`src/design/ckg_map.svh`:
```
// Register addresses, field positions, reset values and timing counts.
`ifndef CKG_MAP_SVH
`define CKG_MAP_SVH
`define CKG_SUB_OSC_MODE_ADDR 16'hfff0
`define CKG_SUB_CLOCK_CONTROL_ADDR 16'hfff2
`define CKG_PROC_CLOCK_CTRL_ADDR 16'hfffb
`define CKG_SUB_OSC_MODE_RST 8'h00
`define CKG_SUB_CLOCK_CONTROL_RST 8'h00
`define CKG_PROC_CLOCK_CTRL_RST 8'h02
`define CKG_MAIN_OSC_STOP_BIT 7
`define CKG_CPU_DIV_SEL_BIT 1
`define CKG_FB_RES_OFF_BIT 1
`define CKG_SUB_OSC_STOP_BIT 0
`define CKG_SUB_SEL_BIT 4
`define CKG_CPU_ON_SUB_BIT 5
`define CKG_MCLK_PERIOD_NS 8
`define CKG_MCLK_FREQ_HZ 125000000
`define CKG_MAIN_PERIOD_NS 200
`define CKG_SUB_FREQ_HZ 32768
`define CKG_MAIN_DIV (`CKG_MAIN_PERIOD_NS / `CKG_MCLK_PERIOD_NS)
`define CKG_SUB_DIV (`CKG_MCLK_FREQ_HZ / `CKG_SUB_FREQ_HZ)
`define CKG_STAB_EXP 15
`define CKG_STAB_CYCLES (1 << `CKG_STAB_EXP)
`define CKG_SW_WAIT_SLOW 3'd2
`define CKG_SW_WAIT_FAST 3'd4
`endif

```
`src/design/ckg_pkg.sv`:
```
// Types shared by the clock generator modules.
package ckg_pkg;
  typedef enum logic [1:0] {
    SRC_MAIN = 2'b00,
    SRC_DIV4 = 2'b01,
    SRC_SUB = 2'b10
  } ckg_src_t;
  typedef struct packed {
    logic [11:0] cnt;
    logic ce;
  } ckg_div_st_t;
  typedef struct packed {
    ckg_src_t src;
    logic [1:0] pre;
    logic [2:0] wait_cnt;
    logic ce;
    logic on_sub;
  } ckg_mux_st_t;
  typedef struct packed {
    logic main_osc_stop;
    logic div4;
    logic fb_off;
    logic sub_stop;
    logic sub_sel;
    logic [7:0] rdata;
    logic main_en;
    logic [15:0] stab;
    logic run;
    logic stop;
    logic halt;
    logic cpu_ce;
    logic periph_ce;
    logic sub_ce;
  } ckg_top_st_t;
endpackage

```
`src/design/ckg_sel_if.sv`:
```
// Clock enables and source selection passed between top and switch.
`timescale 1ns/1ps
`default_nettype none
interface ckg_sel_if;
  logic main_ce;
  logic sub_ce;
  logic sel_sub;
  logic sel_div4;
  logic cpu_ce;
  logic on_sub;
  modport ctl (output sel_sub, output sel_div4,
               input main_ce, input sub_ce, input cpu_ce, input on_sub);
  modport mux (input main_ce, input sub_ce, input sel_sub,
               input sel_div4, output cpu_ce, output on_sub);
endinterface
`default_nettype wire

```
`src/design/ckg_top.sv`:
```
// Clock generator control: oscillators, CPU clock select, standby gating.
`timescale 1ns/1ps
`default_nettype none
`include "ckg_map.svh"
module ckg_top
  import ckg_pkg::*;
#(
  parameter int unsigned STAB_CYCLES = `CKG_STAB_CYCLES
) (
  // Clock and reset
  input wire logic i_mclk,
  input wire logic i_rst_n,
  // CPU register access
  input wire logic [15:0] i_addr,
  input wire logic i_wr,
  input wire logic i_rd,
  input wire logic i_bit_op,
  input wire logic [2:0] i_bit_sel,
  input wire logic [7:0] i_wdata,
  output logic [7:0] o_rdata,
  // Standby requests
  input wire logic i_stop_req,
  input wire logic i_halt_req,
  input wire logic i_wake,
  // Clock enables
  output logic o_cpu_ce,
  output logic o_periph_ce,
  output logic o_sub_periph_ce,
  // Status and oscillator controls
  output logic o_cpu_run,
  output logic o_cpu_on_sub,
  output logic o_stop_mode,
  output logic o_halt_mode,
  output logic o_main_osc_en,
  output logic o_sub_osc_en,
  output logic o_fb_res_en
);
  // ====================================================================
  // Register write helpers
  // ====================================================================
  // A bit operation replaces one bit of the present value with bit 0 of
  // the write data; a byte operation replaces the whole byte.
  function automatic logic [7:0] merge(input logic [7:0] cur,
                                       input logic [7:0] data,
                                       input logic bit_op,
                                       input logic [2:0] bit_sel);
    logic [7:0] v;
    v = cur;
    if (bit_op) begin
      v[bit_sel] = data[0];
    end else begin
      v = data;
    end
    return v;
  endfunction

  ckg_top_st_t s;
  ckg_top_st_t next_s;
  ckg_sel_if sel ();
  logic wr_pcc;
  logic wr_sub_osc_mode;
  logic wr_css;
  logic [7:0] pcc_cur;
  logic [7:0] sub_osc_mode_cur;
  logic [7:0] css_cur;
  logic [7:0] pcc_new;
  logic [7:0] sub_osc_mode_new;
  logic [7:0] css_new;
  logic stab_last;
  // Reset image of the processor clock register; the reset branch takes
  // single bits of it so that no wider value is squeezed into a flag.
  localparam logic [7:0] PCC_RST = `CKG_PROC_CLOCK_CTRL_RST;

  // ====================================================================
  // Oscillators and switch
  // ====================================================================
  ckg_osc_div #(
    .DIV(12'(`CKG_MAIN_DIV))
  ) u_main_osc (
    .i_mclk(i_mclk),
    .i_rst_n(i_rst_n),
    .i_run(s.main_en),
    .o_ce(sel.main_ce)
  );

  ckg_osc_div #(
    .DIV(12'(`CKG_SUB_DIV))
  ) u_sub_osc (
    .i_mclk(i_mclk),
    .i_rst_n(i_rst_n),
    .i_run(!s.sub_stop),
    .o_ce(sel.sub_ce)
  );

  ckg_clk_mux u_mux (
    .i_mclk(i_mclk),
    .i_rst_n(i_rst_n),
    .sel(sel.mux)
  );

  assign sel.sel_sub = s.sub_sel;
  assign sel.sel_div4 = s.div4;

  // ====================================================================
  // Register views
  // ====================================================================
  always_comb begin
    pcc_cur = 8'h00;
    pcc_cur[`CKG_MAIN_OSC_STOP_BIT] = s.main_osc_stop;
    pcc_cur[`CKG_CPU_DIV_SEL_BIT] = s.div4;
    sub_osc_mode_cur = 8'h00;
    sub_osc_mode_cur[`CKG_FB_RES_OFF_BIT] = s.fb_off;
    sub_osc_mode_cur[`CKG_SUB_OSC_STOP_BIT] = s.sub_stop;
    css_cur = 8'h00;
    css_cur[`CKG_SUB_SEL_BIT] = s.sub_sel;
    css_cur[`CKG_CPU_ON_SUB_BIT] = sel.on_sub;
  end

  assign wr_pcc = i_wr && (i_addr == `CKG_PROC_CLOCK_CTRL_ADDR);
  assign wr_sub_osc_mode = i_wr && (i_addr == `CKG_SUB_OSC_MODE_ADDR);
  assign wr_css = i_wr && (i_addr == `CKG_SUB_CLOCK_CONTROL_ADDR);
  assign pcc_new = merge(pcc_cur, i_wdata, i_bit_op, i_bit_sel);
  assign sub_osc_mode_new = merge(sub_osc_mode_cur, i_wdata, i_bit_op, i_bit_sel);
  assign css_new = merge(css_cur, i_wdata, i_bit_op, i_bit_sel);
  assign stab_last = (s.stab == 16'(STAB_CYCLES - 1));

  // ====================================================================
  // Next state
  // ====================================================================
  always_comb begin
    next_s = s;
    if (wr_pcc) begin
      next_s.div4 = pcc_new[`CKG_CPU_DIV_SEL_BIT];
      // Stopping the main oscillator under a running main CPU clock would
      // freeze the CPU, so the set is dropped unless on the sub clock.
      if (!pcc_new[`CKG_MAIN_OSC_STOP_BIT]) begin
        next_s.main_osc_stop = 1'b0;
      end else if (sel.on_sub) begin
        next_s.main_osc_stop = 1'b1;
      end
    end
    if (wr_sub_osc_mode) begin
      next_s.fb_off = sub_osc_mode_new[`CKG_FB_RES_OFF_BIT];
      next_s.sub_stop = sub_osc_mode_new[`CKG_SUB_OSC_STOP_BIT];
    end
    if (wr_css) begin
      // The status bit is not stored: writes to it have no effect.
      next_s.sub_sel = css_new[`CKG_SUB_SEL_BIT];
    end
    next_s.rdata = 8'h00;
    if (i_rd) begin
      case (i_addr)
        `CKG_PROC_CLOCK_CTRL_ADDR: next_s.rdata = pcc_cur;
        `CKG_SUB_OSC_MODE_ADDR: next_s.rdata = sub_osc_mode_cur;
        `CKG_SUB_CLOCK_CONTROL_ADDR: next_s.rdata = css_cur;
        default: next_s.rdata = 8'h00;
      endcase
    end
    // Standby: stop only while the main clock drives the CPU.
    if (i_wake) begin
      next_s.stop = 1'b0;
      next_s.halt = 1'b0;
    end else if (s.run) begin
      if (i_stop_req && !sel.on_sub) begin
        next_s.stop = 1'b1;
      end
      if (i_halt_req) begin
        next_s.halt = 1'b1;
      end
    end
    next_s.main_en = !next_s.main_osc_stop && !next_s.stop;
    // Stabilisation wait counted in main clock periods after reset.
    if (!s.run && sel.main_ce) begin
      if (stab_last) begin
        next_s.run = 1'b1;
      end else begin
        next_s.stab = s.stab + 16'd1;
      end
    end
    next_s.cpu_ce = sel.cpu_ce && s.run && !s.halt && !s.stop;
    next_s.periph_ce = sel.main_ce;
    next_s.sub_ce = sel.sub_ce;
  end

  // Oscillator enable resets low: the main oscillator stays off while
  // the reset pin is held and starts on the first edge after release.
  always_ff @(posedge i_mclk or negedge i_rst_n) begin
    if (!i_rst_n) begin
      s <= '0;
      s.div4 <= PCC_RST[`CKG_CPU_DIV_SEL_BIT];
      s.main_en <= 1'b0;
    end else begin
      s <= next_s;
    end
  end

  // ====================================================================
  // Outputs
  // ====================================================================
  assign o_rdata = s.rdata;
  assign o_cpu_ce = s.cpu_ce;
  assign o_periph_ce = s.periph_ce;
  assign o_sub_periph_ce = s.sub_ce;
  assign o_cpu_run = s.run;
  assign o_cpu_on_sub = sel.on_sub;
  assign o_stop_mode = s.stop;
  assign o_halt_mode = s.halt;
  assign o_main_osc_en = s.main_en;
  assign o_sub_osc_en = !s.sub_stop;
  assign o_fb_res_en = !s.fb_off;
endmodule // ckg_top
`default_nettype wire

```
`src/design/ckg_osc_div.sv`:
```
// Oscillator model: divides the master clock into a one-cycle enable.
`timescale 1ns/1ps
`default_nettype none
module ckg_osc_div
  import ckg_pkg::*;
#(
  parameter logic [11:0] DIV = 12'd25
) (
  // Clock and reset
  input wire logic i_mclk,
  input wire logic i_rst_n,
  // Control
  input wire logic i_run,
  // Enable out
  output logic o_ce
);
  ckg_div_st_t s;
  ckg_div_st_t next_s;

  always_comb begin
    next_s = s;
    next_s.ce = 1'b0;
    if (!i_run) begin
      next_s.cnt = 12'h000;
    end else if (s.cnt == DIV - 12'd1) begin
      next_s.cnt = 12'h000;
      next_s.ce = 1'b1;
    end else begin
      next_s.cnt = s.cnt + 12'd1;
    end
  end

  always_ff @(posedge i_mclk or negedge i_rst_n) begin
    if (!i_rst_n) begin
      s <= '0;
    end else begin
      s <= next_s;
    end
  end

  assign o_ce = s.ce;
endmodule // ckg_osc_div
`default_nettype wire

```
`src/design/ckg_clk_mux.sv`:
```
// Glitch-free CPU clock source switch with delayed changeover.
`timescale 1ns/1ps
`default_nettype none
`include "ckg_map.svh"
module ckg_clk_mux
  import ckg_pkg::*;
(
  // Clock and reset
  input wire logic i_mclk,
  input wire logic i_rst_n,
  // Selection and enables
  ckg_sel_if.mux sel
);
  ckg_mux_st_t s;
  ckg_mux_st_t next_s;
  ckg_src_t tgt;
  logic tick;
  logic edge_now;
  logic [1:0] last;
  logic [2:0] need;

  // The source changes only on a CPU clock edge of the old source and
  // the new prescaler restarts, so no shortened period can appear.
  always_comb begin
    next_s = s;
    tgt = sel.sel_sub ? SRC_SUB : (sel.sel_div4 ? SRC_DIV4 : SRC_MAIN);
    tick = (s.src == SRC_SUB) ? sel.sub_ce : sel.main_ce;
    case (s.src)
      SRC_MAIN: last = 2'd0;
      SRC_DIV4: last = 2'd3;
      SRC_SUB: last = 2'd1;
      default: last = 2'd0;
    endcase
    need = (s.src == SRC_MAIN && tgt == SRC_DIV4) ?
           `CKG_SW_WAIT_FAST : `CKG_SW_WAIT_SLOW;
    edge_now = tick && (s.pre == last);
    next_s.ce = edge_now;
    if (edge_now) begin
      next_s.pre = 2'd0;
    end else if (tick) begin
      next_s.pre = s.pre + 2'd1;
    end
    if (tgt == s.src) begin
      next_s.wait_cnt = 3'd0;
    end else if (edge_now) begin
      if (s.wait_cnt == need - 3'd1) begin
        next_s.src = tgt;
        next_s.wait_cnt = 3'd0;
      end else begin
        next_s.wait_cnt = s.wait_cnt + 3'd1;
      end
    end
    next_s.on_sub = (next_s.src == SRC_SUB);
  end

  always_ff @(posedge i_mclk or negedge i_rst_n) begin
    if (!i_rst_n) begin
      s <= '{src: SRC_MAIN, pre: 2'd0, wait_cnt: 3'd0, ce: 1'b0,
             on_sub: 1'b0};
    end else begin
      s <= next_s;
    end
  end

  assign sel.cpu_ce = s.ce;
  assign sel.on_sub = s.on_sub;
endmodule // ckg_clk_mux
`default_nettype wire

```
`config.mk`:
```
export PLATFORM = sky130hd
export DESIGN_NAME = ckg_top
export DESIGN_NICKNAME = d
export VERILOG_FILES = /design/src/design/ckg_pkg.sv /design/src/design/ckg_sel_if.sv /design/src/design/ckg_top.sv /design/src/design/ckg_osc_div.sv /design/src/design/ckg_clk_mux.sv
export VERILOG_INCLUDE_DIRS = /design/src /design/src/design
export SDC_FILE = /design/constraint.sdc
export NUM_CORES = 1
export LEC_CHECK = 0
export ABC_AREA = 0
export BUFFER_PORTS_ARGS = -buffer_cell sky130_fd_sc_hd__buf_2
export CAP_MARGIN = 20
export CORE_AREA = 2 2 83 85
export CTS_BUF_LIST = sky130_fd_sc_hd__clkbuf_8 sky130_fd_sc_hd__clkbuf_16
export CTS_CLUSTER_SIZE = 24
export DETAILED_ROUTE_END_ITERATION = 8
export DIE_AREA = 0 0 85 87
export GPL_TIMING_DRIVEN = 0
export PLACE_DENSITY = 0.73
export SLEW_MARGIN = 20
export SYNTH_ARGS = -nofsm -noshare
export SYNTH_HDL_FRONTEND = slang
export SYNTH_SLANG_ARGS = --single-unit
```
`constraint.sdc`:
```
create_clock -name i_mclk -period 4.6 [get_ports i_mclk]
set_clock_uncertainty 0.2 [all_clocks]
set_input_delay 0.23 -clock i_mclk [delete_from_list [all_inputs] [get_ports i_mclk]]
set_output_delay 0.23 -clock i_mclk [all_outputs]
set_load 0.05 [all_outputs]
```
* After elaboration in Yosys (flattened, before gate mapping) *
Cells that the tools add are included.

word-level totals
  bits of input ports = 35
  flip-flop bits (word level) = 71
  logic and storage cells = 111

operators by class
  reduce and logical (&&, ||, !) cells = 28
  mux-type cells = 38
  $add $sub $neg = 6
  order comparisons = 2
  eq/ne operators = 13
  bitwise logic cells = 1

operator list
  cell                   count
  $eq 16x16->1 const B   3
  $mux 12                4
  $add 12x1->12 const B  2
  $bwmux 8               3
  $pmux 8 s3             1
  $mux 2                 10
  $add 16x1->16 const B  1
  $eq 16x15->1 const B   1
  $mux 8                 2
  $eq 12x12->1 const B   1
  $eq 12x5->1 const B    1
  $logic_and 1x1->1      12
  $mux 3                 4
  $mux 1                 11
  $logic_not 1->1        8
  $reduce_bool 2->1      4
  $reduce_and 2->1       3
  $mux 5                 1
  $eq 2x1->1 const B     2
  $eq 2x2->1             2
  $eq 2x2->1 const B     2
  $lt 3x4->1 const B     1
  $pmux 2 s2             1
  $add 3x1->3 const B    1
  other kinds (7)        7

* Depth between registers and ports, before layout *
  depth in word-level cells = 11
  gate-level depth with buffers = 6
  depth with buffers taken out = 6

* Modules after synthesis *
Synthesis repeated with hierarchy kept, for this count alone.

unflattened totals
  cell total of the unflattened synthesis = 332
  area total of the unflattened synthesis = 3559.7 um^2

by module, submodules not included
  module                    instances  cells each  area each (um^2)  seq. area each (um^2)
  ckg_top                   1          153         1711.6            827.0
  ckg_osc_div (u_main_osc)  1          65          660.6             325.3
  ckg_osc_div (u_sub_osc)   1          60          635.6             325.3
  ckg_clk_mux               1          54          551.8             225.2

* Worst setup path before layout *
No wires, ideal clock.

  kind = flip-flop to flip-flop
  start = register u_mux.s[7] in the netlist's numbering
  end = register u_mux.s[8] in the netlist's numbering
  cell stages (with the launch flop) = 7
  arrival = 1.753 ns
  data required time = 4.272 ns
  setup slack = 2.519 ns
  buffers on the path = 0
  cell sequence = dfrtp_1 > inv_1 > ha_1 > xor2_1 > nor3_2 > nand2_1 > mux2_1

RTL lines
  element                   line               source
  start: declaration        ckg_clk_mux.sv:14  ckg_mux_st_t s;
  start signal: assignment  ckg_clk_mux.sv:58  s <= '{src: SRC_MAIN, pre: 2'd0, wait_cnt: 3'd0, ce: 1'b0,
  start signal: assignment  ckg_clk_mux.sv:61  s <= next_s;

==> results.yml <==
run_status:
  status: "finished clean"
setup_path:
  path_class: "flip-flop to flip-flop"
  reg2reg_from: "u_mux.s[7]$_DFF_PN0_"
  start_kind: "flip-flop"
  cp-end-kind: "flip-flop"
  r2r-end: "u_mux.s[8]$_DFF_PN0_"
  worstPathArrival_ns: 2.29
  startpoint: "u_mux.s[7]$_DFF_PN0_"
  crit_required_ns: 4.62
  ff2ff_path_depth: 6
  rrSetupSlack_ns: 2.33
  crit_fanout: 7
power:
  swShare: 0.254
  p_int_uw: 856
  seq_power_share: 0.556
  vdd.ir_drop.worst_mv: 0.220
  net-switching-power_uw: 292
  p_comb_frac: 0.071
  p_leak_uw: 0.00193
  p_per_area_nw_per_um2: 282
  p_clk_frac: 0.373
timing:
  hold_viol: 0
  rsz0062_at_grt: "false"
  slew_headroom: 0.582
  fin_crit_sh: 0.493
  setup_viol: 0
  holdWs_ns: 0.0172
  timing.fmax_mhz: 441
  post-route-min-period_ns: 2.27
  fin_tns_setup_ns: 0
  maxSlewViolCount: 0
  worstMarginPinSlew_ns: 0.622
route:
  drc: 0
  viasPerCell: 5.37
  initialDrtViolationCount: 59
  dr.pass1.iters: 4
  detail_route.wl_per_cell_um: 13.6
  ant_nets: 0
  routed_wl_mm: 6.48
  vias: 2569
synthesis:
  synthCells: 327
  async_reset_ff_frac: 1.00
  ys_ff_latch: 68
  avgSynthCellArea_um2: 10.6
  ys.flop_type: "dfrtp_1"
  synth-edff-count: 0
  syn_area_um2: 3460
  ys_types: 60
  synth-seq-area-share: 0.492
  yosys_warnings: 0
placed_design:
  dp.cells: 455
  gp_congestion: 0.834
  dpl.hpwl_mm: 4.69
  port_buffers: 45
grt:
  grt_pass1_vias: 2603
  antenna_found_initial: 0
  grt_remaining_overflow: 0
  grt_max_degree: 56
  grt.total_usage: 0.194
  grt_pass1_wl_mm: 11.3
hold_path:
  hold_class: "input port to flip-flop"
  min-delay-start: "i_wdata[4]"
  whs_path_depth: 3
  holdPathEnd: "sel.sel_sub$_DFFE_PN0P_"
clocking:
  clk_pin_slew_ns: 0.07
  cts-root-buf: "clkbuf_8"
  numCtsBuffers: 9
  tritoncts: "yes"
  cts_sinks: 68
  ctsHtreeMaxLevel: 3
  insertion_delay_ns: 0.34
  cts_resized: 0
  clk_path_buf_depth: 2
floorplanning:
  start_util: 0.527
  core_area_um2: 6570
  boundaryPins: 53
  die_h_um: 87
  row_count: 30
  die_area_um2: 7400
  chipWidth_um: 85
layout:
  drive_gt1_frac: 0.214
  nFillCells: 532
  final_cell_mix: "dfrtp_1, buf_2, nor2_1, xnor2_1, nand3_1"
  area_delta_synth_final_pct: 17.4
  final_common_cell: "dfrtp_1"
  fin_nets: 437
  fin_cells: 478
  diodes: 0
job:
  cap_violations: 0
[critical path: stages (launching register included)]
cell	delay [ns]
dfrtp_1	0.40
inv_1	0.10
ha_1	0.36
xor2_1	0.19
nor3_2	0.36
nand2_1	0.20
mux2_1	0.35
[how the worst max path moves through the flow]
stage	to	slack, ns
after floorplan	u_mux.s[8]$_DFF_PN0_	2.52
after global placement	u_mux.sel.on_sub$_DFF_PN0_	2.35
after detailed placement	u_mux.s[8]$_DFF_PN0_	2.32
after CTS	u_mux.s[8]$_DFF_PN0_	2.31
after global routing	u_mux.s[8]$_DFF_PN0_	2.15
final	u_mux.s[8]$_DFF_PN0_	2.33
[timing repair]
item / CTS / global route
hold buffers: 7 / 0
setup buffers: 0 / 0
setup endpoints to repair: 0 / 0
endpoints found under the hold margin: 73 / 0
[state kept, by name, indices dropped and copies added, names as in the netlist]
name / flops
o_sub_periph_ce: 1
sel.sel_div4: 1
u_sub_osc.s: 12
o_cpu_ce: 1
o_cpu_run: 1
sel.sel_sub: 1
o_main_osc_en: 1
u_mux.s: 7
pcc_cur: 1
s: 18
u_mux.sel.cpu_ce: 1
u_main_osc.o_ce: 1
o_stop_mode: 1
o_rdata: 5
u_sub_osc.o_ce: 1
o_halt_mode: 1
o_periph_ce: 1
u_mux.sel.on_sub: 1
u_main_osc.s: 12
[synth_stat cells, types with 2 or more instances]
master,n,area [um^2]
inv_1,14,52.6
nand4b_1,2,17.5
mux2_1,6,67.6
a21boi_1,2,15.0
and4b_1,2,20.0
nor3b_1,2,15.0
o2bb2ai_1,2,17.5
xor2_1,11,96.3
nand4_1,10,62.6
nand2_1,16,60.1
xnor2_1,23,201
and3_1,8,50.1
nor3_1,8,40.0
or3b_1,2,17.5
a21oi_1,9,45.0
nor2b_1,4,25.0
and4_1,3,26.3
nor4bb_1,2,20.0
clkbuf_1,2,7.51
a41oi_1,2,17.5
and2_1,4,25.0
ha_1,9,113
mux2i_1,3,30.0
a31oi_1,2,12.5
nor2_1,40,150
nand3_2,2,20.0
nand3b_1,4,30.0
a22o_1,2,17.5
nor3_2,2,20.0
o22ai_1,2,12.5
nand2b_1,4,25.0
nand3_1,19,95.1
nor4_2,4,50.1
dfrtp_1,67,1680
buf_4,8,60.1
[through the flow]
stage	setup WS (ns)	area, um^2	total power, uW	utilization
3_5_place_dp	2.32	3830	729	0.582
3_3_place_gp	2.35	3800	724	0.578
6_report	2.33	4070	1150	0.619
2_1_floorplan	2.52	3470	688	-
4_1_cts	2.31	4070	1170	0.619
5_1_grt	2.15	4070	1200	0.619
[logic make-up after synthesis]
family          Yosys count  synth area share
other cells               1           0.00108
compound gates           35            0.0744
flops                    68             0.492
mux                       9            0.0282
simple gates            147             0.251
buf+inv                  24            0.0347
xor+xnor                 34            0.0860
fa+ha+maj                 9            0.0325
[layer usage]
metal | vias to the layer above | GRT usage | routed length, um
met2 | 38 | 0.331 | 3310
met4 | 0 | 0.101 | 111
met5 | - | 0 | 0
met3 | 9 | 0.0408 | 169
li1 | 1286 | - | -
met1 | 1236 | 0.231 | 2890
[power groups by stage]
stage	combinational (uW)	clock, uW	sequential (uW)
2_1_floorplan	43.9	0	644
3_3_place_gp	74.7	0	649
3_5_place_dp	79.1	0	650
4_1_cts	82.8	444	639
5_1_grt	93.6	462	642
6_report	81.1	428	639
[area by class of cell]
cell class	count	area [um^2]	share of cell area
Timing Repair Buffer	53	325	0.0800
Buffer	10	67.6	0.0166
Sequential cell	68	1700	0.419
Clock buffer	10	138	0.0339
Inverter	14	52.6	0.0129
Clock inverter	6	31.3	0.00769
Multi-Input combinational cell	237	1650	0.405
Tap cell	80	100	0.0246
No activity file was read; power rests on OpenSTA's default activity.
